File: src/core/xcvr_defs.vh
// constants for the registered octal bus transceiver
`ifndef XCVR_DEFS_VH
`define XCVR_DEFS_VH

// ----------------------------------------
// widths
// ----------------------------------------
`define PORT_W          8
`define ADDR_W          12
`define DATA_W          32
`define CNT_W           16

// ----------------------------------------
// register byte offsets
// ----------------------------------------
`define OFS_CTRL        12'h000
`define OFS_STATUS      12'h004
`define OFS_COUNT       12'h008
`define OFS_LIVE        12'h00C

// ----------------------------------------
// control fields (write one to act)
// ----------------------------------------
`define CTRL_SOFT_AB    0
`define CTRL_SOFT_BA    1
`define CTRL_CLR_CNT    2

// ----------------------------------------
// status fields
// ----------------------------------------
`define ST_AB_LSB       0
`define ST_BA_LSB       8
`define ST_DRIVE_A      16
`define ST_DRIVE_B      17
`define ST_SEEN_AB      18
`define ST_SEEN_BA      19

// ----------------------------------------
// count and live fields
// ----------------------------------------
`define CNT_AB_LSB      0
`define CNT_BA_LSB      16
`define LIVE_A_LSB      0
`define LIVE_B_LSB      8

// ----------------------------------------
// reset values and the count increment
// ----------------------------------------
`define RST_BYTE        8'h00
`define RST_WORD        32'h00000000
`define RST_CNT         16'h0000
`define CNT_ONE         16'h0001

`endif

File: src/core/capture_edge.v
// rising-edge finder for one capture clock input
`timescale 1ns/100ps
module capture_edge (
   // clock and reset
   input  wire clk,
   input  wire rst_n,
   // capture clock level
   input  wire level_in,
   // one-cycle pulse on a rising edge
   output wire rise
);
   reg cur_q;
   reg prev_q;

   // prev resets high so a clock already high at release gives no false edge
   always @(posedge clk or negedge rst_n) begin
      if (!rst_n) begin
         cur_q  <= 1'b1;
         prev_q <= 1'b1;
      end else begin
         cur_q  <= level_in;
         prev_q <= cur_q;
      end
   end

   assign rise = cur_q & ~prev_q;
endmodule

File: src/core/data_store.v
// eight-bit storage register with no reset
`timescale 1ns/100ps
`include "xcvr_defs.vh"
module data_store (
   // clock
   input  wire                 clk,
   // load strobe and data
   input  wire                 load,
   input  wire [`PORT_W-1:0]   din,
   // stored value
   output reg  [`PORT_W-1:0]   dout
);
   // no reset: contents are unknown until the first load
   always @(posedge clk) begin
      if (load) begin
         dout <= din;
      end
   end
endmodule

File: src/core/octal_registered_bus_transceiver.v
// top of the registered octal bus transceiver with apb status access
//
// Behaviour
// two eight-bit ports, one register per direction
// capture clock rise loads its source port
// capture never gated by enable or direction
// disabled drives nothing; no edge holds registers
// isolation stores each port independently, both together
// enabled, dir low, select low: live B to A
// enabled, dir low, select high: stored B to A
// enabled, dir high, select low: live A to B
// enabled, dir high, select high: stored A to B
// only one port driven, chosen by direction
// undriven port may be captured into either register
// opposite port level at capture is unspecified
// storage registers have no reset
//
// Our own choices: the address map and register access over APB.
`timescale 1ns/100ps
`include "xcvr_defs.vh"
module octal_registered_bus_transceiver (
   // clock and reset
   input  wire                 REF_CLK,
   input  wire                 RST_B,
   // apb slave
   input  wire                 PSEL,
   input  wire                 PENABLE,
   input  wire                 PWRITE,
   input  wire [`ADDR_W-1:0]   PADDR,
   input  wire [`DATA_W-1:0]   PWDATA,
   output reg  [`DATA_W-1:0]   PRDATA,
   output reg                  PREADY,
   output reg                  PSLVERR,
   // control pins
   input  wire                 A_TO_B_CAPTURE_CLOCK,
   input  wire                 B_TO_A_CAPTURE_CLOCK,
   input  wire                 DRIVE_ENABLE_B,
   input  wire                 DIRECTION,
   input  wire                 A_PORT_SOURCE_SELECT,
   input  wire                 B_PORT_SOURCE_SELECT,
   // port a pins
   input  wire [`PORT_W-1:0]   PORT_A_BITS_IN,
   output reg  [`PORT_W-1:0]   PORT_A_BITS_OUT,
   output reg                  PORT_A_BITS_OE_B,
   // port b pins
   input  wire [`PORT_W-1:0]   PORT_B_BITS_IN,
   output reg  [`PORT_W-1:0]   PORT_B_BITS_OUT,
   output reg                  PORT_B_BITS_OE_B
);

   // ----------------------------------------
   // helper functions
   // ----------------------------------------

   // port a is the target when enabled and direction low
   function drives_a;
      input enable_b;
      input dir;
      begin
         drives_a = ~enable_b & ~dir;
      end
   endfunction

   // port b is the target when enabled and direction high
   function drives_b;
      input enable_b;
      input dir;
      begin
         drives_b = ~enable_b & dir;
      end
   endfunction

   // pick stored or live data for a driven port
   function [`PORT_W-1:0] pick_source;
      input               stored_sel;
      input [`PORT_W-1:0] stored;
      input [`PORT_W-1:0] live;
      begin
         pick_source = stored_sel ? stored : live;
      end
   endfunction

   // one register offset match on the apb address
   function addr_hit;
      input [`ADDR_W-1:0] addr;
      input [`ADDR_W-1:0] offset;
      begin
         addr_hit = (addr == offset);
      end
   endfunction

   // control bit written as one in a completing control write
   function ctrl_strobe;
      input wr;
      input hit;
      input bit_val;
      begin
         ctrl_strobe = wr & hit & bit_val;
      end
   endfunction

   // ----------------------------------------
   // reset release
   // ----------------------------------------
   reg rst_meta_q;
   reg rst_sync_q;

   // async assert, release through two stages
   always @(posedge REF_CLK or negedge RST_B) begin
      if (!RST_B) begin
         rst_meta_q <= 1'b0;
         rst_sync_q <= 1'b0;
      end else begin
         rst_meta_q <= 1'b1;
         rst_sync_q <= rst_meta_q;
      end
   end

   wire rst_n;
   assign rst_n = rst_sync_q;

   // ----------------------------------------
   // pin sampling
   // ----------------------------------------
   // data sampled on the same edge as the capture clock levels, so the
   // pulse from capture_edge lines up with the bus value it should store
   reg [`PORT_W-1:0] port_a_q;
   reg [`PORT_W-1:0] port_b_q;

   always @(posedge REF_CLK or negedge rst_n) begin
      if (!rst_n) begin
         port_a_q <= `RST_BYTE;
         port_b_q <= `RST_BYTE;
      end else begin
         port_a_q <= PORT_A_BITS_IN;
         port_b_q <= PORT_B_BITS_IN;
      end
   end

   // ----------------------------------------
   // capture edges
   // ----------------------------------------
   wire ab_rise;
   wire ba_rise;

   capture_edge u_ab_edge (
      .clk      (REF_CLK),
      .rst_n    (rst_n),
      .level_in (A_TO_B_CAPTURE_CLOCK),
      .rise     (ab_rise)
   );

   capture_edge u_ba_edge (
      .clk      (REF_CLK),
      .rst_n    (rst_n),
      .level_in (B_TO_A_CAPTURE_CLOCK),
      .rise     (ba_rise)
   );

   // ----------------------------------------
   // apb decode
   // ----------------------------------------
   wire apb_access;
   wire apb_done;
   wire apb_wr;
   wire hit_ctrl;
   wire hit_status;
   wire hit_count;
   wire hit_live;
   wire hit_any;

   // one wait state: pready rises in the second access cycle
   assign apb_access = PSEL & PENABLE;
   assign apb_done   = apb_access & PREADY;
   assign apb_wr     = apb_done & PWRITE;
   assign hit_ctrl   = addr_hit(PADDR, `OFS_CTRL);
   assign hit_status = addr_hit(PADDR, `OFS_STATUS);
   assign hit_count  = addr_hit(PADDR, `OFS_COUNT);
   assign hit_live   = addr_hit(PADDR, `OFS_LIVE);
   assign hit_any    = hit_ctrl | hit_status | hit_count | hit_live;

   // software capture strobes act exactly like a capture clock rise
   wire soft_ab;
   wire soft_ba;
   wire soft_clr;

   assign soft_ab  = ctrl_strobe(apb_wr, hit_ctrl, PWDATA[`CTRL_SOFT_AB]);
   assign soft_ba  = ctrl_strobe(apb_wr, hit_ctrl, PWDATA[`CTRL_SOFT_BA]);
   assign soft_clr = ctrl_strobe(apb_wr, hit_ctrl, PWDATA[`CTRL_CLR_CNT]);

   // ----------------------------------------
   // storage registers
   // ----------------------------------------
   wire              load_ab;
   wire              load_ba;
   wire [`PORT_W-1:0] stored_ab;
   wire [`PORT_W-1:0] stored_ba;

   // no enable or direction term here: capture is always live
   assign load_ab = ab_rise | soft_ab;
   assign load_ba = ba_rise | soft_ba;

   // separate stores so both can load in one cycle
   data_store u_ab_store (
      .clk  (REF_CLK),
      .load (load_ab),
      .din  (port_a_q),
      .dout (stored_ab)
   );

   data_store u_ba_store (
      .clk  (REF_CLK),
      .load (load_ba),
      .din  (port_b_q),
      .dout (stored_ba)
   );

   // ----------------------------------------
   // capture bookkeeping
   // ----------------------------------------
   // storage has no reset, so software sees whether it is valid yet
   reg                seen_ab_q;
   reg                seen_ba_q;
   reg                seen_ab_d;
   reg                seen_ba_d;
   reg [`CNT_W-1:0]   cnt_ab_q;
   reg [`CNT_W-1:0]   cnt_ba_q;
   reg [`CNT_W-1:0]   cnt_ab_d;
   reg [`CNT_W-1:0]   cnt_ba_d;

   always @* begin
      seen_ab_d = seen_ab_q | load_ab;
      seen_ba_d = seen_ba_q | load_ba;
      cnt_ab_d  = cnt_ab_q;
      cnt_ba_d  = cnt_ba_q;
      // a capture in the clearing cycle still counts once
      if (soft_clr) begin
         cnt_ab_d = `RST_CNT;
         cnt_ba_d = `RST_CNT;
      end
      if (load_ab) begin
         cnt_ab_d = cnt_ab_d + `CNT_ONE;
      end
      if (load_ba) begin
         cnt_ba_d = cnt_ba_d + `CNT_ONE;
      end
   end

   always @(posedge REF_CLK or negedge rst_n) begin
      if (!rst_n) begin
         seen_ab_q <= 1'b0;
         seen_ba_q <= 1'b0;
         cnt_ab_q  <= `RST_CNT;
         cnt_ba_q  <= `RST_CNT;
      end else begin
         seen_ab_q <= seen_ab_d;
         seen_ba_q <= seen_ba_d;
         cnt_ab_q  <= cnt_ab_d;
         cnt_ba_q  <= cnt_ba_d;
      end
   end

   // ----------------------------------------
   // output steering
   // ----------------------------------------
   // live data passes through two flops, so live mode lags the far bus by
   // two clocks; the trade is clean registered pins against that latency
   reg                a_oe_b_d;
   reg                b_oe_b_d;
   reg [`PORT_W-1:0]  a_out_d;
   reg [`PORT_W-1:0]  b_out_d;

   always @* begin
      a_oe_b_d = 1'b1;
      b_oe_b_d = 1'b1;
      a_out_d  = PORT_A_BITS_OUT;
      b_out_d  = PORT_B_BITS_OUT;
      // a disabled enable leaves both ports released
      if (drives_a(DRIVE_ENABLE_B, DIRECTION)) begin
         a_oe_b_d = 1'b0;
         a_out_d  = pick_source(A_PORT_SOURCE_SELECT, stored_ba, port_b_q);
      end
      if (drives_b(DRIVE_ENABLE_B, DIRECTION)) begin
         b_oe_b_d = 1'b0;
         b_out_d  = pick_source(B_PORT_SOURCE_SELECT, stored_ab, port_a_q);
      end
   end

   // the port opposite a capture simply follows this steering
   always @(posedge REF_CLK or negedge rst_n) begin
      if (!rst_n) begin
         PORT_A_BITS_OE_B <= 1'b1;
         PORT_B_BITS_OE_B <= 1'b1;
         PORT_A_BITS_OUT  <= `RST_BYTE;
         PORT_B_BITS_OUT  <= `RST_BYTE;
      end else begin
         PORT_A_BITS_OE_B <= a_oe_b_d;
         PORT_B_BITS_OE_B <= b_oe_b_d;
         PORT_A_BITS_OUT  <= a_out_d;
         PORT_B_BITS_OUT  <= b_out_d;
      end
   end

   // ----------------------------------------
   // apb read and answer
   // ----------------------------------------
   reg [`DATA_W-1:0] rdata_d;

   always @* begin
      rdata_d = `RST_WORD;
      if (hit_status) begin
         rdata_d[`ST_AB_LSB +: `PORT_W] = stored_ab;
         rdata_d[`ST_BA_LSB +: `PORT_W] = stored_ba;
         rdata_d[`ST_DRIVE_A]           = ~PORT_A_BITS_OE_B;
         rdata_d[`ST_DRIVE_B]           = ~PORT_B_BITS_OE_B;
         rdata_d[`ST_SEEN_AB]           = seen_ab_q;
         rdata_d[`ST_SEEN_BA]           = seen_ba_q;
      end else if (hit_count) begin
         rdata_d[`CNT_AB_LSB +: `CNT_W] = cnt_ab_q;
         rdata_d[`CNT_BA_LSB +: `CNT_W] = cnt_ba_q;
      end else if (hit_live) begin
         rdata_d[`LIVE_A_LSB +: `PORT_W] = port_a_q;
         rdata_d[`LIVE_B_LSB +: `PORT_W] = port_b_q;
      end
   end

   // pslverr, pready and, on reads only, prdata are loaded at the end of the first access
   // cycle; pready drops right after the completing edge
   always @(posedge REF_CLK or negedge rst_n) begin
      if (!rst_n) begin
         PREADY  <= 1'b0;
         PSLVERR <= 1'b0;
         PRDATA  <= `RST_WORD;
      end else begin
         PREADY <= apb_access & ~PREADY;
         if (apb_access & ~PREADY) begin
            PSLVERR <= ~hit_any;
            if (!PWRITE) begin
               PRDATA <= rdata_d;
            end
         end else begin
            PSLVERR <= 1'b0;
         end
      end
   end

endmodule

File: config.mk
export PLATFORM = sky130hd
export DESIGN_NAME = octal_registered_bus_transceiver
export DESIGN_NICKNAME = d
export VERILOG_FILES = /design/src/core/capture_edge.v /design/src/core/data_store.v /design/src/core/octal_registered_bus_transceiver.v
export VERILOG_INCLUDE_DIRS = /design/src /design/src/core
export SDC_FILE = /design/constraint.sdc
export NUM_CORES = 1
export LEC_CHECK = 0
export ABC_AREA = 1
export BUFFER_PORTS_ARGS = -buffer_cell sky130_fd_sc_hd__buf_2
export CORE_UTILIZATION = 49
export DETAILED_ROUTE_END_ITERATION = 8
export PLACE_DENSITY_LB_ADDON = 0.1
export SLEW_MARGIN = 10
export SYNTH_ARGS = -nofsm -noshare
export SYNTH_HDL_FRONTEND = slang
export SYNTH_SLANG_ARGS = --single-unit
File: constraint.sdc
create_clock -name REF_CLK -period 3.15 [get_ports REF_CLK]
set_clock_uncertainty 0.05 [all_clocks]
set_input_delay 0.7875 -clock REF_CLK [delete_from_list [all_inputs] [get_ports REF_CLK]]
set_output_delay 0.7875 -clock REF_CLK [all_outputs]
set_load 0.01 [all_outputs]
# ---- After elaboration in Yosys (flattened, before gate mapping)
# Index checks and enable logic that the tools add are counted.
dict set report op_classes {
  addsub 2
  eq_ne 3
  mux 14
  n_bitwise 28
  n_reduce_logical 2
}
# operator count
set ops {}
lappend ops {{16-bit two-way mux} 7}
lappend ops {{16-bit by 1-bit adder with 16-bit output, second input constant} 2}
lappend ops {{12-bit by 4-bit equality test with 1-bit output, second input constant} 2}
lappend ops {{20-bit two-way mux} 1}
lappend ops {{8-bit two-way mux} 2}
lappend ops {{1-bit AND} 12}
lappend ops {{12-bit by 3-bit equality test with 1-bit output, second input constant} 1}
lappend ops {{12-bit logical NOT} 1}
lappend ops {{12-bit two-way mux} 1}
lappend ops {{1-bit inverter} 9}
lappend ops {{1-bit bitwise OR} 7}
lappend ops {{1-bit two-way mux} 3}
lappend ops {{2-bit AND reduction} 1}
dict set report totals {
  regBits 124
  in_bits 71
  out_inout_bits 52
  elab_cells 70
}

# ---- Depth between registers and ports, before layout
# Gate-level depths: netlist of the first run.
dict set report logic_depth {
  word_depth 8
  ltp_mapped 17
  depth_no_buf 15
}

# ---- Cells and area by module
# A second synthesis of the first run with hierarchy kept.
dict set report unflattened {
  hier_cells 611
  area_unflattened_um2 5659.2
}
# mod instances cells_each area_per_inst_um2 seq_area_each_um2
set by_module_without_submodules {}
lappend by_module_without_submodules {octal_registered_bus_transceiver 1 587 5053.6 2605.0}
lappend by_module_without_submodules {data_store 2 8 240.2 240.2}
lappend by_module_without_submodules {capture_edge 2 4 62.6 52.6}

# ---- Least setup slack after synthesis of the first run
# Ideal clock, no wire load.
dict set report synth_timing {
  path_type {input port to flip-flop}
  startpoint {input port PADDR[1]}
  endpoint {register cnt_ab_q[10]}
  setup_time_ns 0.122
  t_arrival_ns 2.505
  t_required_ns 2.978
  path_slack_ns 0.473
  path_stages 15
  n_path_buf 2
  path_cell_list {clkinv_1 -> nand2_2 -> nor2_4 -> nand4_4 -> buf_2 -> buf_4 -> nand2_1 -> inv_1 -> ha_1 -> nand2_1 -> inv_1 -> nand4_2 -> nor3b_2 -> nand2_1 -> xor2_1}
}
dict set report synth_via {
  elab_chain_cells 6
  word_cells_on_any_way 8
  cone_classes {add/sub: 1; mux: 2; bitwise: 4; reduce/logical: 1}
}
# item line
set synth_rtl {}
lappend synth_rtl {{start, declared} octal_registered_bus_transceiver.v:29} ;# input wire [`ADDR_W-1:0] PADDR,
lappend synth_rtl {{12-bit logical NOT (*)} octal_registered_bus_transceiver.v:88} ;# addr_hit = (addr == offset);
lappend synth_rtl {{1-bit AND (*)} octal_registered_bus_transceiver.v:98} ;# ctrl_strobe = wr & hit & bit_val;
lappend synth_rtl {{1-bit AND} octal_registered_bus_transceiver.v:98}
lappend synth_rtl {{16-bit two-way mux} octal_registered_bus_transceiver.v:237} ;# if (soft_clr) begin
lappend synth_rtl {{16-bit by 1-bit adder with 16-bit output (no source line)} n/a}
lappend synth_rtl {{16-bit two-way mux (*)} octal_registered_bus_transceiver.v:241} ;# if (load_ab) begin
lappend synth_rtl {{via cnt_ab_d[10]} octal_registered_bus_transceiver.v:228} ;# reg [`CNT_W-1:0] cnt_ab_d;
lappend synth_rtl {{end signal, assigned} octal_registered_bus_transceiver.v:253} ;# cnt_ab_q <= `RST_CNT;
lappend synth_rtl {{end signal, assigned} octal_registered_bus_transceiver.v:258} ;# cnt_ab_q <= cnt_ab_d;
lappend synth_rtl {{end, declared} octal_registered_bus_transceiver.v:226} ;# reg [`CNT_W-1:0] cnt_ab_q;
# The timed path passes the listed nets; every way through them passes the cells marked *.
# A chain may end at the register's enable or synchronous reset.

# ---- Worst setup path after layout of the first run
dict set report layout_timing {
  startpoint {input port PADDR[7]}
  endpoint {register cnt_ab_q[14]}
}
# Same word-level chain as after synthesis.

==> metrics.txt, run 1 <==
# TYPE chip_impl_metric gauge
chip_impl_metric{name="hpwlAfterDp",unit="um"} 8150
chip_impl_metric{name="drt-pass1-iter-count",unit=""} 4
chip_impl_info{name="yosys-top-cells-area",value="sky130_fd_sc_hd__dfrtp_1 46%, sky130_fd_sc_hd__nand2_1 11%, sky130_fd_sc_hd__edfxtp_1 8.6%"} 1
chip_impl_metric{name="postCtsHoldBufs",unit=""} 0
chip_impl_metric{name="max_fanout_on_critical_path",unit=""} 14
chip_impl_metric{name="setup_viol",unit=""} 0
chip_impl_metric{name="synthesized_netlist_cell_count",unit=""} 601
chip_impl_metric{name="required_time_of_the_critical_path",unit="ps"} 3420
chip_impl_info{name="tritoncts",value="yes"} 1
chip_impl_metric{name="ratio_of_cells_with_drive_above_1_in_the_final_layout",unit="%"} 24.1
chip_impl_metric{name="drcViolationCount",unit=""} 0
chip_impl_metric{name="post_synth_top_area_share",unit="%"} 45.8
chip_impl_info{name="crit_path_end_kind",value="flop"} 1
chip_impl_metric{name="core_area",unit="um^2"} 11000
chip_impl_metric{name="clk_latency",unit="ps"} 420
chip_impl_metric{name="synth_edf_count",unit=""} 16
chip_impl_info{name="synth_ff_type",value="sky130_fd_sc_hd__dfrtp_1"} 1
chip_impl_metric{name="maxCapViolCount",unit=""} 0
chip_impl_metric{name="die_width",unit="um"} 109
chip_impl_metric{name="postRouteAntennaNets",unit=""} 0
chip_impl_metric{name="grt_pass1_vias",unit=""} 4344
chip_impl_metric{name="clk_transition_reported_paths",unit="ps"} 60
chip_impl_metric{name="wl",unit="um"} 12200
chip_impl_metric{name="clkSinkCount",unit=""} 124
chip_impl_metric{name="timing.final.crit_share",unit="%"} 76.3
chip_impl_metric{name="max_slew_headroom",unit="%"} 48.8
chip_impl_metric{name="fraction_of_registers_with_async_set_or_reset_after_synthesis",unit="%"} 87.1
chip_impl_info{name="hp-class",value="input port to async pin"} 1
chip_impl_metric{name="grt_antenna_before_repair",unit=""} 0
chip_impl_info{name="worst_setup_path_start_kind",value="input port"} 1
chip_impl_metric{name="placement_rows",unit=""} 38
chip_impl_metric{name="finalHoldViolCount",unit=""} 0
chip_impl_metric{name="route.detailed.vias_per_inst",unit=""} 5.12
chip_impl_metric{name="report.final.slew_viol_count",unit=""} 0
chip_impl_metric{name="wire_length_of_the_first_global_routing_pass",unit="um"} 20400
chip_impl_metric{name="design.final.nets",unit=""} 775
chip_impl_metric{name="leakage",unit="nW"} 3.38
chip_impl_metric{name="detail_route.iter0.violations",unit=""} 242
chip_impl_metric{name="cp.arrival",unit="ps"} 2670
chip_impl_info{name="rsz0062_at_grt",value="false"} 1
chip_impl_metric{name="clockBufferDepth",unit=""} 2
chip_impl_metric{name="postCtsSetupBuffers",unit=""} 0
chip_impl_metric{name="timing.setup.tns",unit="ps"} 0
chip_impl_metric{name="post_cts_resized",unit=""} 0
chip_impl_metric{name="power_density_relative_to_cell_area",unit="nW/um^2"} 621
chip_impl_metric{name="buffer_ports.inserted",unit=""} 93
chip_impl_metric{name="fin_hold_ws",unit="ps"} 96.9
chip_impl_metric{name="gr-usage-all-layers",unit="%"} 22.9
chip_impl_metric{name="ys_seq_elements",unit=""} 124
chip_impl_metric{name="floorplan.die_area",unit="um^2"} 11800
chip_impl_metric{name="syn_area_per_cell",unit="um^2"} 9.28
chip_impl_metric{name="routedWlPerCell",unit="um"} 14.3
chip_impl_metric{name="cts_made_buffers",unit=""} 17
chip_impl_metric{name="floorplan.initialDensity",unit="%"} 50.8
chip_impl_metric{name="synth_fp_nets",unit=""} 674
chip_impl_metric{name="clock_tree.htree_level_count",unit=""} 4
chip_impl_metric{name="syn_to_final_growth",unit="%"} 21.9
chip_impl_metric{name="netlist-cell-type-count",unit=""} 40
chip_impl_metric{name="warning_count_from_the_yosys_run",unit=""} 0
chip_impl_metric{name="mappedNetlistArea",unit="um^2"} 5580
chip_impl_metric{name="ios",unit=""} 123
chip_impl_metric{name="worst_ir_drop_vdd",unit="mV"} 0.543
chip_impl_metric{name="fin_crit",unit="ps"} 2400
chip_impl_info{name="status",value="complete, no violations"} 1
chip_impl_metric{name="die_height",unit="um"} 109
chip_impl_metric{name="n_fill_cell",unit=""} 947
chip_impl_metric{name="grt_max_degree",unit=""} 61
chip_impl_metric{name="multiInputGateArea",unit="um^2"} 2060
chip_impl_metric{name="gr-total-overflow",unit=""} 0
chip_impl_metric{name="regArea",unit="um^2"} 3190
chip_impl_info{name="cts-root-buf",value="sky130_fd_sc_hd__clkbuf_16"} 1
chip_impl_metric{name="vias",unit=""} 4377
chip_impl_metric{name="antenna-diode-count",unit=""} 0
chip_impl_info{name="crit_type",value="input port to flop"} 1
chip_impl_metric{name="max_slew.worst_pin.slew",unit="ps"} 768
chip_impl_metric{name="finalWeightedCongestion",unit=""} 0.828
chip_impl_info{name="yosys.area.top_type",value="sky130_fd_sc_hd__dfrtp_1"} 1
chip_impl_metric{name="achievable-frequency",unit="MHz"} 416
chip_impl_metric{name="ys_seq_area_share",unit="%"} 57.2
==> worst max-delay path: stages <==
cell and delay [ps]:
sky130_fd_sc_hd__buf_2 100, sky130_fd_sc_hd__nor2_1 120, sky130_fd_sc_hd__nand2_2 130, sky130_fd_sc_hd__nor2_4 170, sky130_fd_sc_hd__nand4_4 230, sky130_fd_sc_hd__nand2_1 240
sky130_fd_sc_hd__inv_1 70, sky130_fd_sc_hd__ha_1 200, sky130_fd_sc_hd__nand2_1 70, sky130_fd_sc_hd__inv_1 50, sky130_fd_sc_hd__nand4_2 120, sky130_fd_sc_hd__inv_1 70
sky130_fd_sc_hd__nand4_1 90, sky130_fd_sc_hd__nand2_1 70, sky130_fd_sc_hd__nand2_1 90, sky130_fd_sc_hd__inv_1 50
==> Yosys cell counts, drive strengths merged, types with 2 or more instances <==
master,count
a21oi,17
dfstp,6
xor2,17
nor4,3
clkbuf,10
nor3,7
nor2,63
nand3,47
o21bai,2
edfxtp,16
nand2,172
o211ai,16
buf,10
xnor2,6
o21ai,22
dfrtp,102
inv,60
nand4,14
o31ai,4
ha,2
==> metrics by stage <==
stage / instances / area, um^2 / total power, mW / utilization [%] / setup WS (ps)
finish: 855 / 6800 / 4.22 / 61.9 / 747
global route: 855 / 6800 / 4.40 / 61.9 / 505
CTS: 855 / 6800 / 4.26 / 61.9 / 767
detailed placement: 823 / 6200 / 2.28 / 56.5 / 332
global placement: 823 / 6200 / 2.26 / 56.5 / 388
floorplan: 601 / 5580 / 2.14 / - / 473
==> state kept, by name, summed over array words and instances, names as in the netlist, 8 cells and up <==
signal / count
PRDATA: 32
PORT_B_BITS_OUT: 8
u_ab_store.dout: 8
PORT_A_BITS_OUT: 8
port_b_q: 8
cnt_ab_q: 16
port_a_q: 8
cnt_ba_q: 16
u_ba_store.dout: 8
==> where the power goes <==
part           switching [mW]  internal, mW
registers               0.113          1.75
clock network           0.679          1.30
logic                   0.236         0.150
==> per-layer routing <==
layer	share of wire [%]	vias up	GRT usage, %
met4	1.5	0	10.1
met3	4.2	19	6.16
li1	-	2153	-
met5	0	-	0
met1	43	2108	27.4
met2	51	97	38.9
==> cell families (layout without fill, tap and decap cells) <==
| family | after synthesis | after routing | synth area share (%) |
|---|---|---|---|
| flops | 124 | 124 | 57.2 |
| xor+xnor | 23 | 23 | 3.61 |
| compound gates | 62 | 62 | 6.84 |
| buf+inv | 81 | 195 | 5.88 |
| other cells | 1 | 1 | 0.0673 |
| fa+ha+maj | 2 | 2 | 0.449 |
| simple gates | 308 | 308 | 25.9 |
==> area by class of cell <==
type	instances	share of cell area, %
clock buffer	24	7.09
inverter	61	3.37
tap	140	2.58
multi-input combinational	396	30.3
clock inverter	8	1.67
timing repair buffer	102	8.02
sequential	124	47.0
==> layout by cell type, fill, tap and decap left out, types with 6 or more instances in the layout <==
cell / n
sky130_fd_sc_hd__a21oi_1: 17
sky130_fd_sc_hd__buf_2: 93
sky130_fd_sc_hd__buf_4: 8
sky130_fd_sc_hd__clkbuf_16: 17
sky130_fd_sc_hd__dfrtp_1: 101
sky130_fd_sc_hd__dfstp_2: 6
sky130_fd_sc_hd__edfxtp_1: 16
sky130_fd_sc_hd__inv_1: 54
sky130_fd_sc_hd__inv_2: 6
sky130_fd_sc_hd__nand2_1: 165
sky130_fd_sc_hd__nand2_2: 6
sky130_fd_sc_hd__nand3_1: 44
sky130_fd_sc_hd__nand4_1: 9
sky130_fd_sc_hd__nor2_1: 55
sky130_fd_sc_hd__o211ai_1: 16
sky130_fd_sc_hd__o21ai_0: 21
sky130_fd_sc_hd__xnor2_1: 6
sky130_fd_sc_hd__xor2_1: 17
==> path summary, 6_finish.rpt <==
check                                   to  depth (start not counted)  slack, ps       start
setup / recovery              cnt_ab_q[14]                         16        750    PADDR[7]
hold / removal                  rst_meta_q                          1        100       RST_B
setup reg to reg              cnt_ab_q[14]                         14        970      PREADY
hold reg to reg                      rst_n                          0        300  rst_meta_q
max in group asynchronous  u_ab_edge.cur_q                          1       1930       rst_n
min in group REF_CLK                 rst_n                          0        300  rst_meta_q
(Power assumes the default switching activity.)
==> run 2: changes to the inputs <==
--- a/config.mk
+++ b/config.mk
@@ -8,7 +8,7 @@
 export LEC_CHECK = 0
 export ABC_AREA = 1
 export BUFFER_PORTS_ARGS = -buffer_cell sky130_fd_sc_hd__buf_2
-export CORE_UTILIZATION = 49
+export CORE_UTILIZATION = 52
 export DETAILED_ROUTE_END_ITERATION = 8
 export PLACE_DENSITY_LB_ADDON = 0.1
 export SLEW_MARGIN = 10
==> constraint.sdc (replaced) <==
create_clock -name REF_CLK -period 2.25 [get_ports REF_CLK]
set_clock_uncertainty 0.05 [all_clocks]
set_input_delay 0.5625 -clock REF_CLK [delete_from_list [all_inputs] [get_ports REF_CLK]]
set_output_delay 0.5625 -clock REF_CLK [all_outputs]
set_load 0.01 [all_outputs]
==> metrics.txt, run 2 (synthesized netlist as in run 1, its figures left out) <==
# TYPE chip_impl_metric gauge
chip_impl_metric{name="clkSinkCount",unit=""} 124
chip_impl_metric{name="fin_crit",unit="ps"} 1970
chip_impl_metric{name="postRouteAntennaNets",unit=""} 0
chip_impl_metric{name="detail_route.iter0.violations",unit=""} 229
chip_impl_metric{name="fin_hold_ws",unit="ps"} 88.1
chip_impl_metric{name="power_density_relative_to_cell_area",unit="nW/um^2"} 851
chip_impl_metric{name="antenna-diode-count",unit=""} 0
chip_impl_metric{name="floorplan.initialDensity",unit="%"} 53.8
chip_impl_metric{name="syn_to_final_growth",unit="%"} 25.3
chip_impl_metric{name="buffer_ports.inserted",unit=""} 93
chip_impl_metric{name="drcViolationCount",unit=""} 0
chip_impl_metric{name="finalWeightedCongestion",unit=""} 0.843
chip_impl_metric{name="leakage",unit="nW"} 3.47
chip_impl_metric{name="gr-total-overflow",unit=""} 0
chip_impl_metric{name="max_slew.worst_pin.slew",unit="ps"} 654
chip_impl_metric{name="maxCapViolCount",unit=""} 0
chip_impl_metric{name="final_core_utilization",unit="%"} 67.4
chip_impl_metric{name="die_height",unit="um"} 106
chip_impl_metric{name="clk_transition_reported_paths",unit="ps"} 50
chip_impl_metric{name="dpl_worst_slack",unit="ps"} -41.6
chip_impl_metric{name="required_time_of_the_critical_path",unit="ps"} 2610
chip_impl_metric{name="finalWorstSetupSlack",unit="ps"} 277
chip_impl_info{name="crit_type",value="flop to flop"} 1
chip_impl_metric{name="grt_max_degree",unit=""} 50
chip_impl_metric{name="finalHoldViolCount",unit=""} 0
chip_impl_info{name="tritoncts",value="yes"} 1
chip_impl_info{name="layout_commonest_cell",value="sky130_fd_sc_hd__nand2_1"} 1
chip_impl_info{name="status",value="complete, no violations"} 1
chip_impl_metric{name="setup_viol",unit=""} 0
chip_impl_metric{name="drt-pass1-iter-count",unit=""} 5
chip_impl_info{name="worst_setup_path_start_kind",value="flop"} 1
chip_impl_metric{name="grt_pass1_vias",unit=""} 4546
chip_impl_metric{name="grt_antenna_before_repair",unit=""} 0
chip_impl_metric{name="post_cts_resized",unit=""} 0
chip_impl_metric{name="wl",unit="um"} 12300
chip_impl_info{name="largest-register",value="PRDATA"} 1
chip_impl_metric{name="worst_ir_drop_vdd",unit="mV"} 0.537
chip_impl_metric{name="placement_rows",unit=""} 37
chip_impl_metric{name="clockBufferDepth",unit=""} 2
chip_impl_metric{name="wire_length_of_the_first_global_routing_pass",unit="um"} 21100
chip_impl_metric{name="design.final.nets",unit=""} 794
chip_impl_metric{name="max_fanout_on_critical_path",unit=""} 4
chip_impl_info{name="crit_path_end_kind",value="flop"} 1
chip_impl_info{name="largest_registers",value="PRDATA x32, cnt_ab_q x16, cnt_ba_q x16"} 1
chip_impl_info{name="cts-root-buf",value="sky130_fd_sc_hd__clkbuf_8"} 1
chip_impl_metric{name="clock_tree.htree_level_count",unit=""} 4
chip_impl_metric{name="gr-usage-all-layers",unit="%"} 24.5
chip_impl_metric{name="cts_made_buffers",unit=""} 17
chip_impl_info{name="hp-class",value="input port to flop"} 1
chip_impl_metric{name="core_area",unit="um^2"} 10400
chip_impl_metric{name="placed_instance_count",unit=""} 837
chip_impl_metric{name="ratio_of_cells_with_drive_above_1_in_the_final_layout",unit="%"} 27.0
chip_impl_metric{name="die_width",unit="um"} 106
chip_impl_metric{name="max_slew_headroom",unit="%"} 56.3
chip_impl_metric{name="clk_latency",unit="ps"} 530
chip_impl_info{name="commonest_cells_after_routing_fill_and_taps_aside",value="164 x sky130_fd_sc_hd__nand2_1, 101 x sky130_fd_sc_hd__dfrtp_1, 93 x sky130_fd_sc_hd__buf_2, 53 x sky130_fd_sc_hd__nor2_1, 53 x sky130_fd_sc_hd__inv_1"} 1
chip_impl_metric{name="vias",unit=""} 4434
chip_impl_metric{name="achievable-frequency",unit="MHz"} 507
chip_impl_metric{name="report.final.slew_viol_count",unit=""} 0
chip_impl_metric{name="routedWlPerCell",unit="um"} 14.1
chip_impl_metric{name="timing.final.crit_share",unit="%"} 87.7
chip_impl_metric{name="largest_reg_flops",unit=""} 32
chip_impl_metric{name="floorplan.die_area",unit="um^2"} 11100
chip_impl_metric{name="cp.arrival",unit="ps"} 2330
chip_impl_metric{name="regToRegSetupSlack",unit="ps"} 280
chip_impl_metric{name="instances_no_fill",unit=""} 870
chip_impl_metric{name="ios",unit=""} 123
chip_impl_info{name="rsz0062_at_grt",value="false"} 1
chip_impl_metric{name="route.detailed.vias_per_inst",unit=""} 5.10
chip_impl_metric{name="hpwlAfterDp",unit="um"} 8440
==> run 2: path summary, 6_finish.rpt <==
check,start,endpoint,cells past startpoint
worst min-delay path,B_TO_A_CAPTURE_CLOCK,u_ba_edge.cur_q,1
max in group asynchronous,rst_n,PRDATA[4],1
worst max-delay path,PREADY,cnt_ab_q[10],12
worst min register to register,rst_n,cnt_ba_q[4],0
worst max register to register,PREADY,cnt_ab_q[10],12
min in group asynchronous,rst_n,cnt_ba_q[4],0
==> run 2: metal layers <==
layer / routed length (um) / track usage (%) / part of all wire (%)
met5: 0 / 0 / 0
met4: 197 / 9.62 / 1.6
met3: 474 / 6.25 / 3.9
met2: 6340 / 42.8 / 52
met1: 5280 / 29.0 / 43
==> run 2: final cells by class <==
| class | instances | area (um^2) |
|---|---|---|
| clock buffer | 25 | 484 |
| clock inverter | 7 | 110 |
| fill | 850 | 3390 |
| inverter | 61 | 230 |
| multi-input combinational | 396 | 2090 |
| sequential | 124 | 3190 |
| tap | 136 | 170 |
| timing repair buffer | 121 | 703 |
==> run 2: metrics by stage <==
| step | TNS [ps] | total power, mW | instance area (um^2) |
|---|---|---|---|
| after global placement | 0 | 3.23 | 6380 |
| after CTS | 0 | 6.00 | 6980 |
| after floorplan | -14.7 | 3.02 | 5620 |
| after detailed placement | -44.6 | 3.26 | 6380 |
| after global routing | 0 | 6.20 | 6980 |
| final | 0 | 5.94 | 6980 |
==> run 2: report_power, final <==
group	internal [mW]	switching (mW)	total, mW
clock	1.80	0.920	2.72
combinational	0.257	0.363	0.620
sequential	2.45	0.159	2.61
total	4.50	1.44	5.94
==> run 2: critical path: stages (launching register included) <==
cell                      delay [ps]
sky130_fd_sc_hd__dfrtp_1         390
sky130_fd_sc_hd__nand2_1          80
sky130_fd_sc_hd__nor2_2           50
sky130_fd_sc_hd__nand4_4         140
sky130_fd_sc_hd__nand2_1          80
sky130_fd_sc_hd__inv_1           100
sky130_fd_sc_hd__ha_4            140
sky130_fd_sc_hd__nand2_1          50
sky130_fd_sc_hd__inv_1            90
sky130_fd_sc_hd__nand4_2         120
sky130_fd_sc_hd__nor3b_2         300
sky130_fd_sc_hd__nand2_1         100
sky130_fd_sc_hd__xor2_1          170
==> run 2: what timing repair did <==
item / in CTS / in global routing
hold endpoints to repair: 2 / 0
setup buffers: 0 / 0
hold buffers: 1 / 0
==> run 3: changes to the inputs <==
--- a/config.mk
+++ b/config.mk
@@ -6,7 +6,7 @@
 export SDC_FILE = /design/constraint.sdc
 export NUM_CORES = 1
 export LEC_CHECK = 0
-export ABC_AREA = 1
+export ABC_CLOCK_PERIOD_IN_PS = 2250
 export BUFFER_PORTS_ARGS = -buffer_cell sky130_fd_sc_hd__buf_2
 export CORE_UTILIZATION = 52
 export DETAILED_ROUTE_END_ITERATION = 8
==> metrics.txt, run 3 <==
# TYPE chip_impl_metric gauge
chip_impl_metric{name="achievable-frequency",unit="MHz"} 460
chip_impl_metric{name="finish.instance_area",unit="um^2"} 6750
chip_impl_metric{name="syn_area_per_cell",unit="um^2"} 11.2
chip_impl_metric{name="clk_transition_reported_paths",unit="ps"} 60
chip_impl_metric{name="max_slew.worst_pin.slew",unit="ps"} 751
chip_impl_info{name="commonest_cells_after_routing_fill_and_taps_aside",value="101 x sky130_fd_sc_hd__dfrtp_1, 93 x sky130_fd_sc_hd__buf_2, 55 x sky130_fd_sc_hd__nand2_1, 42 x sky130_fd_sc_hd__o21ai_0, 31 x sky130_fd_sc_hd__buf_4"} 1
chip_impl_metric{name="grt_antenna_before_repair",unit=""} 0
chip_impl_metric{name="worst_ir_drop_vdd",unit="mV"} 0.811
chip_impl_metric{name="drt-met1-wl",unit="um"} 5400
chip_impl_metric{name="fraction_of_registers_with_async_set_or_reset_after_synthesis",unit="%"} 87.1
chip_impl_metric{name="required_time_of_the_critical_path",unit="ps"} 2590
chip_impl_metric{name="max_fanout_on_critical_path",unit=""} 8
chip_impl_metric{name="hpwlAfterDp",unit="um"} 8470
chip_impl_metric{name="synth_edf_count",unit=""} 16
chip_impl_metric{name="maxCapViolCount",unit=""} 0
chip_impl_info{name="synth_ff_type",value="sky130_fd_sc_hd__dfrtp_1"} 1
chip_impl_metric{name="largest_reg_flops",unit=""} 32
chip_impl_info{name="setup.worst_path.start",value="PREADY"} 1
chip_impl_metric{name="grt_pass1_vias",unit=""} 3941
chip_impl_metric{name="ios",unit=""} 123
chip_impl_metric{name="timing.final.crit_share",unit="%"} 96.7
chip_impl_metric{name="cts_made_buffers",unit=""} 17
chip_impl_metric{name="reg2reg_depth",unit=""} 10
chip_impl_metric{name="drcViolationCount",unit=""} 0
chip_impl_metric{name="synth_fp_nets",unit=""} 551
chip_impl_metric{name="synthesized_netlist_cell_count",unit=""} 478
chip_impl_metric{name="wire_length_of_the_first_global_routing_pass",unit="um"} 19600
chip_impl_metric{name="drt-pass1-iter-count",unit=""} 4
chip_impl_info{name="status",value="complete, no violations"} 1
chip_impl_metric{name="antenna-diode-count",unit=""} 0
chip_impl_metric{name="floorplan.initialDensity",unit="%"} 54.3
chip_impl_metric{name="route.detailed.vias_per_inst",unit=""} 5.61
chip_impl_metric{name="fin_crit",unit="ps"} 2180
chip_impl_metric{name="max_slew_headroom",unit="%"} 49.9
chip_impl_metric{name="floorplan.die_area",unit="um^2"} 10700
chip_impl_metric{name="postRouteAntennaNets",unit=""} 0
chip_impl_info{name="worst_r2r_startpoint",value="PREADY"} 1
chip_impl_metric{name="gr-total-overflow",unit=""} 0
chip_impl_metric{name="finalHoldViolCount",unit=""} 0
chip_impl_metric{name="clk_latency",unit="ps"} 520
chip_impl_metric{name="cp.arrival",unit="ps"} 2510
chip_impl_info{name="largest_registers",value="PRDATA x32, cnt_ab_q x16, cnt_ba_q x16"} 1
chip_impl_metric{name="core_area",unit="um^2"} 9860
chip_impl_metric{name="mappedNetlistArea",unit="um^2"} 5350
chip_impl_metric{name="wl",unit="um"} 12000
chip_impl_metric{name="post_synth_top_area_share",unit="%"} 47.7
chip_impl_info{name="synthMostInstantiatedCell",value="sky130_fd_sc_hd__dfrtp_1"} 1
chip_impl_metric{name="finalWorstSetupSlack",unit="ps"} 74.2
chip_impl_metric{name="clockBufferDepth",unit=""} 2
chip_impl_info{name="yosys.area.top_type",value="sky130_fd_sc_hd__dfrtp_1"} 1
chip_impl_metric{name="report.final.slew_viol_count",unit=""} 0
chip_impl_metric{name="power_density_relative_to_cell_area",unit="nW/um^2"} 831
chip_impl_info{name="worst_setup_path_start_kind",value="flop"} 1
chip_impl_metric{name="buffer_ports.inserted",unit=""} 93
chip_impl_metric{name="dr_wl_met3",unit="um"} 733
chip_impl_info{name="netlist_top_cells_count",value="102 x sky130_fd_sc_hd__dfrtp_1, 56 x sky130_fd_sc_hd__nand2_1, 42 x sky130_fd_sc_hd__o21ai_0, 29 x sky130_fd_sc_hd__a21oi_1, 22 x sky130_fd_sc_hd__o31ai_1"} 1
chip_impl_metric{name="vias",unit=""} 4154
chip_impl_info{name="largest-register",value="PRDATA"} 1
chip_impl_metric{name="syn_to_final_growth",unit="%"} 26.1
chip_impl_metric{name="dpl_worst_slack",unit="ps"} -284
chip_impl_metric{name="ys_seq_area_share",unit="%"} 59.6
chip_impl_metric{name="finalWeightedCongestion",unit=""} 0.814
chip_impl_info{name="regToRegEndpoint",value="cnt_ba_q[8]"} 1
chip_impl_metric{name="grt_max_degree",unit=""} 44
chip_impl_info{name="crit_path_end_kind",value="flop"} 1
chip_impl_info{name="yosys-top-cells-area",value="sky130_fd_sc_hd__dfrtp_1 48%, sky130_fd_sc_hd__edfxtp_1 9.0%, sky130_fd_sc_hd__nand2_1 3.9%"} 1
chip_impl_metric{name="clkSinkCount",unit=""} 124
chip_impl_info{name="layout_commonest_cell",value="sky130_fd_sc_hd__dfrtp_1"} 1
chip_impl_metric{name="leakage",unit="nW"} 3.04
chip_impl_info{name="crit_type",value="flop to flop"} 1
chip_impl_metric{name="detail_route.iter0.violations",unit=""} 222
chip_impl_info{name="endpoint",value="cnt_ba_q[8]"} 1
chip_impl_metric{name="design.final.nets",unit=""} 669
chip_impl_metric{name="gr-usage-all-layers",unit="%"} 24.7
chip_impl_metric{name="met2WireLength",unit="um"} 5740
chip_impl_metric{name="die_width",unit="um"} 103
chip_impl_metric{name="routedWlPerCell",unit="um"} 16.2
chip_impl_metric{name="warning_count_from_the_yosys_run",unit=""} 0
chip_impl_info{name="cts-root-buf",value="sky130_fd_sc_hd__clkbuf_8"} 1
chip_impl_metric{name="setup_viol",unit=""} 0
chip_impl_info{name="hp-class",value="input port to flop"} 1
chip_impl_metric{name="regToRegSetupSlack",unit="ps"} 70
chip_impl_metric{name="ratio_of_cells_with_drive_above_1_in_the_final_layout",unit="%"} 32.1
chip_impl_metric{name="netlist-cell-type-count",unit=""} 44
chip_impl_metric{name="ys_seq_elements",unit=""} 124
chip_impl_metric{name="placement_rows",unit=""} 36
chip_impl_info{name="topRoutingLayerUsed",value="met4"} 1
chip_impl_metric{name="n_fill_cell",unit=""} 768
chip_impl_info{name="tritoncts",value="yes"} 1
chip_impl_metric{name="p_total",unit="mW"} 5.61
chip_impl_metric{name="die_height",unit="um"} 103
chip_impl_metric{name="clock_tree.htree_level_count",unit=""} 4
chip_impl_metric{name="place_area",unit="um^2"} 6150
[run 3: cell count changes after synthesis, moves of 15 or more]
cell                       previous run  this run
sky130_fd_sc_hd__a22oi_1              0        16
sky130_fd_sc_hd__inv_1               54         7
sky130_fd_sc_hd__nand2_1            165        56
sky130_fd_sc_hd__or3_1                0        19
sky130_fd_sc_hd__o21ai_0             21        42
sky130_fd_sc_hd__xor2_1              17         0
sky130_fd_sc_hd__mux2i_1              0        16
sky130_fd_sc_hd__nand3_1             44        11
sky130_fd_sc_hd__mux2_2               0        16
sky130_fd_sc_hd__o211ai_1            16         1
sky130_fd_sc_hd__o31ai_1              4        22
sky130_fd_sc_hd__nor2_1              56        10
[run 3: worst min-delay path by stage]
stage / slack [ps] / from / cells past startpoint / end
CTS: 80 / B_TO_A_CAPTURE_CLOCK / 1 / u_ba_edge.cur_q
global route: 80 / PORT_A_BITS_IN[0] / 1 / port_a_q[0]
finish: 100 / PORT_B_BITS_IN[2] / 1 / port_b_q[2]
detailed placement: 210 / rst_n / 0 / cnt_ba_q[4]
floorplan: 220 / RST_B / 0 / rst_meta_q
global placement: 210 / rst_n / 0 / cnt_ba_q[4]
[run 3: critical path, stage by stage (launching register included)]
cell and delay, ps:
sky130_fd_sc_hd__dfrtp_1 370, sky130_fd_sc_hd__and4bb_2 240, sky130_fd_sc_hd__and4_4 200, sky130_fd_sc_hd__nand2_4 90, sky130_fd_sc_hd__and2_4 160, sky130_fd_sc_hd__ha_4 130
sky130_fd_sc_hd__nand4_1 60, sky130_fd_sc_hd__buf_4 170, sky130_fd_sc_hd__buf_4 130, sky130_fd_sc_hd__o31ai_1 310, sky130_fd_sc_hd__a21oi_1 130
[run 3: metal layers]
| metal | vias up | global-route usage (%) |
|---|---|---|
| met5 | - | 0 |
| met4 | 0 | 7.37 |
| met3 | 11 | 6.45 |
| met2 | 115 | 39.7 |
| met1 | 2026 | 33.0 |
| li1 | 2002 | - |
[run 3: where the power goes]
| group | switching (mW) | leakage [nW] | internal [mW] |
|---|---|---|---|
| clock | 0.900 | 0.270 | 1.51 |
| sequential | 0.156 | 1.52 | 2.42 |
| combinational | 0.311 | 1.25 | 0.309 |
| total | 1.37 | 3.04 | 4.24 |
[run 3: kinds of logic (layout without fill, tap and decap cells)]
family / after synthesis / in the layout / share of synthesized area (%)
muxes: 32 / 32 / 6.36
buffers and inverters: 35 / 165 / 2.73
adders and majority gates: 2 / 2 / 0.467
other: 1 / 1 / 0.0700
AOI/OAI and AO/OA: 130 / 130 / 15.3
and+or+nand+nor: 149 / 149 / 14.7
DFF: 124 / 124 / 59.6
xor gates and xnor gates: 5 / 5 / 0.818
[run 3: metrics by stage]
| stage | util [%] | hold WS (ps) | std cells | setup TNS [ps] |
|---|---|---|---|---|
| final | 68.4 | 99.4 | 741 | 0 |
| after global routing | 68.4 | 75.6 | 741 | -26.8 |
| after CTS | 67.9 | 77.4 | 738 | 0 |
| after detailed placement | 62.3 | 214 | 706 | -7130 |
| after global placement | 62.3 | 207 | 706 | -5570 |
| after floorplan | - | 217 | 478 | -1650 |
[run 3: area by class of cell]
type | instances | area, um^2 | share of cell area, %
Multi-Input combinational cell | 319 | 2080 | 30.7
Clock inverter | 6 | 36.3 | 0.537
Tap cell | 133 | 166 | 2.46
Clock buffer | 25 | 504 | 7.47
Inverter | 7 | 26.3 | 0.389
Timing Repair Buffer | 127 | 748 | 11.1
Sequential cell | 124 | 3190 | 47.3
[run 3: repair_timing]
item                                   CTS  global route
setup endpoints to repair                0             8
setup buffers                            0             3
hold buffers                             1             0
endpoints found under the hold margin    2             0
resized for setup                        0             7
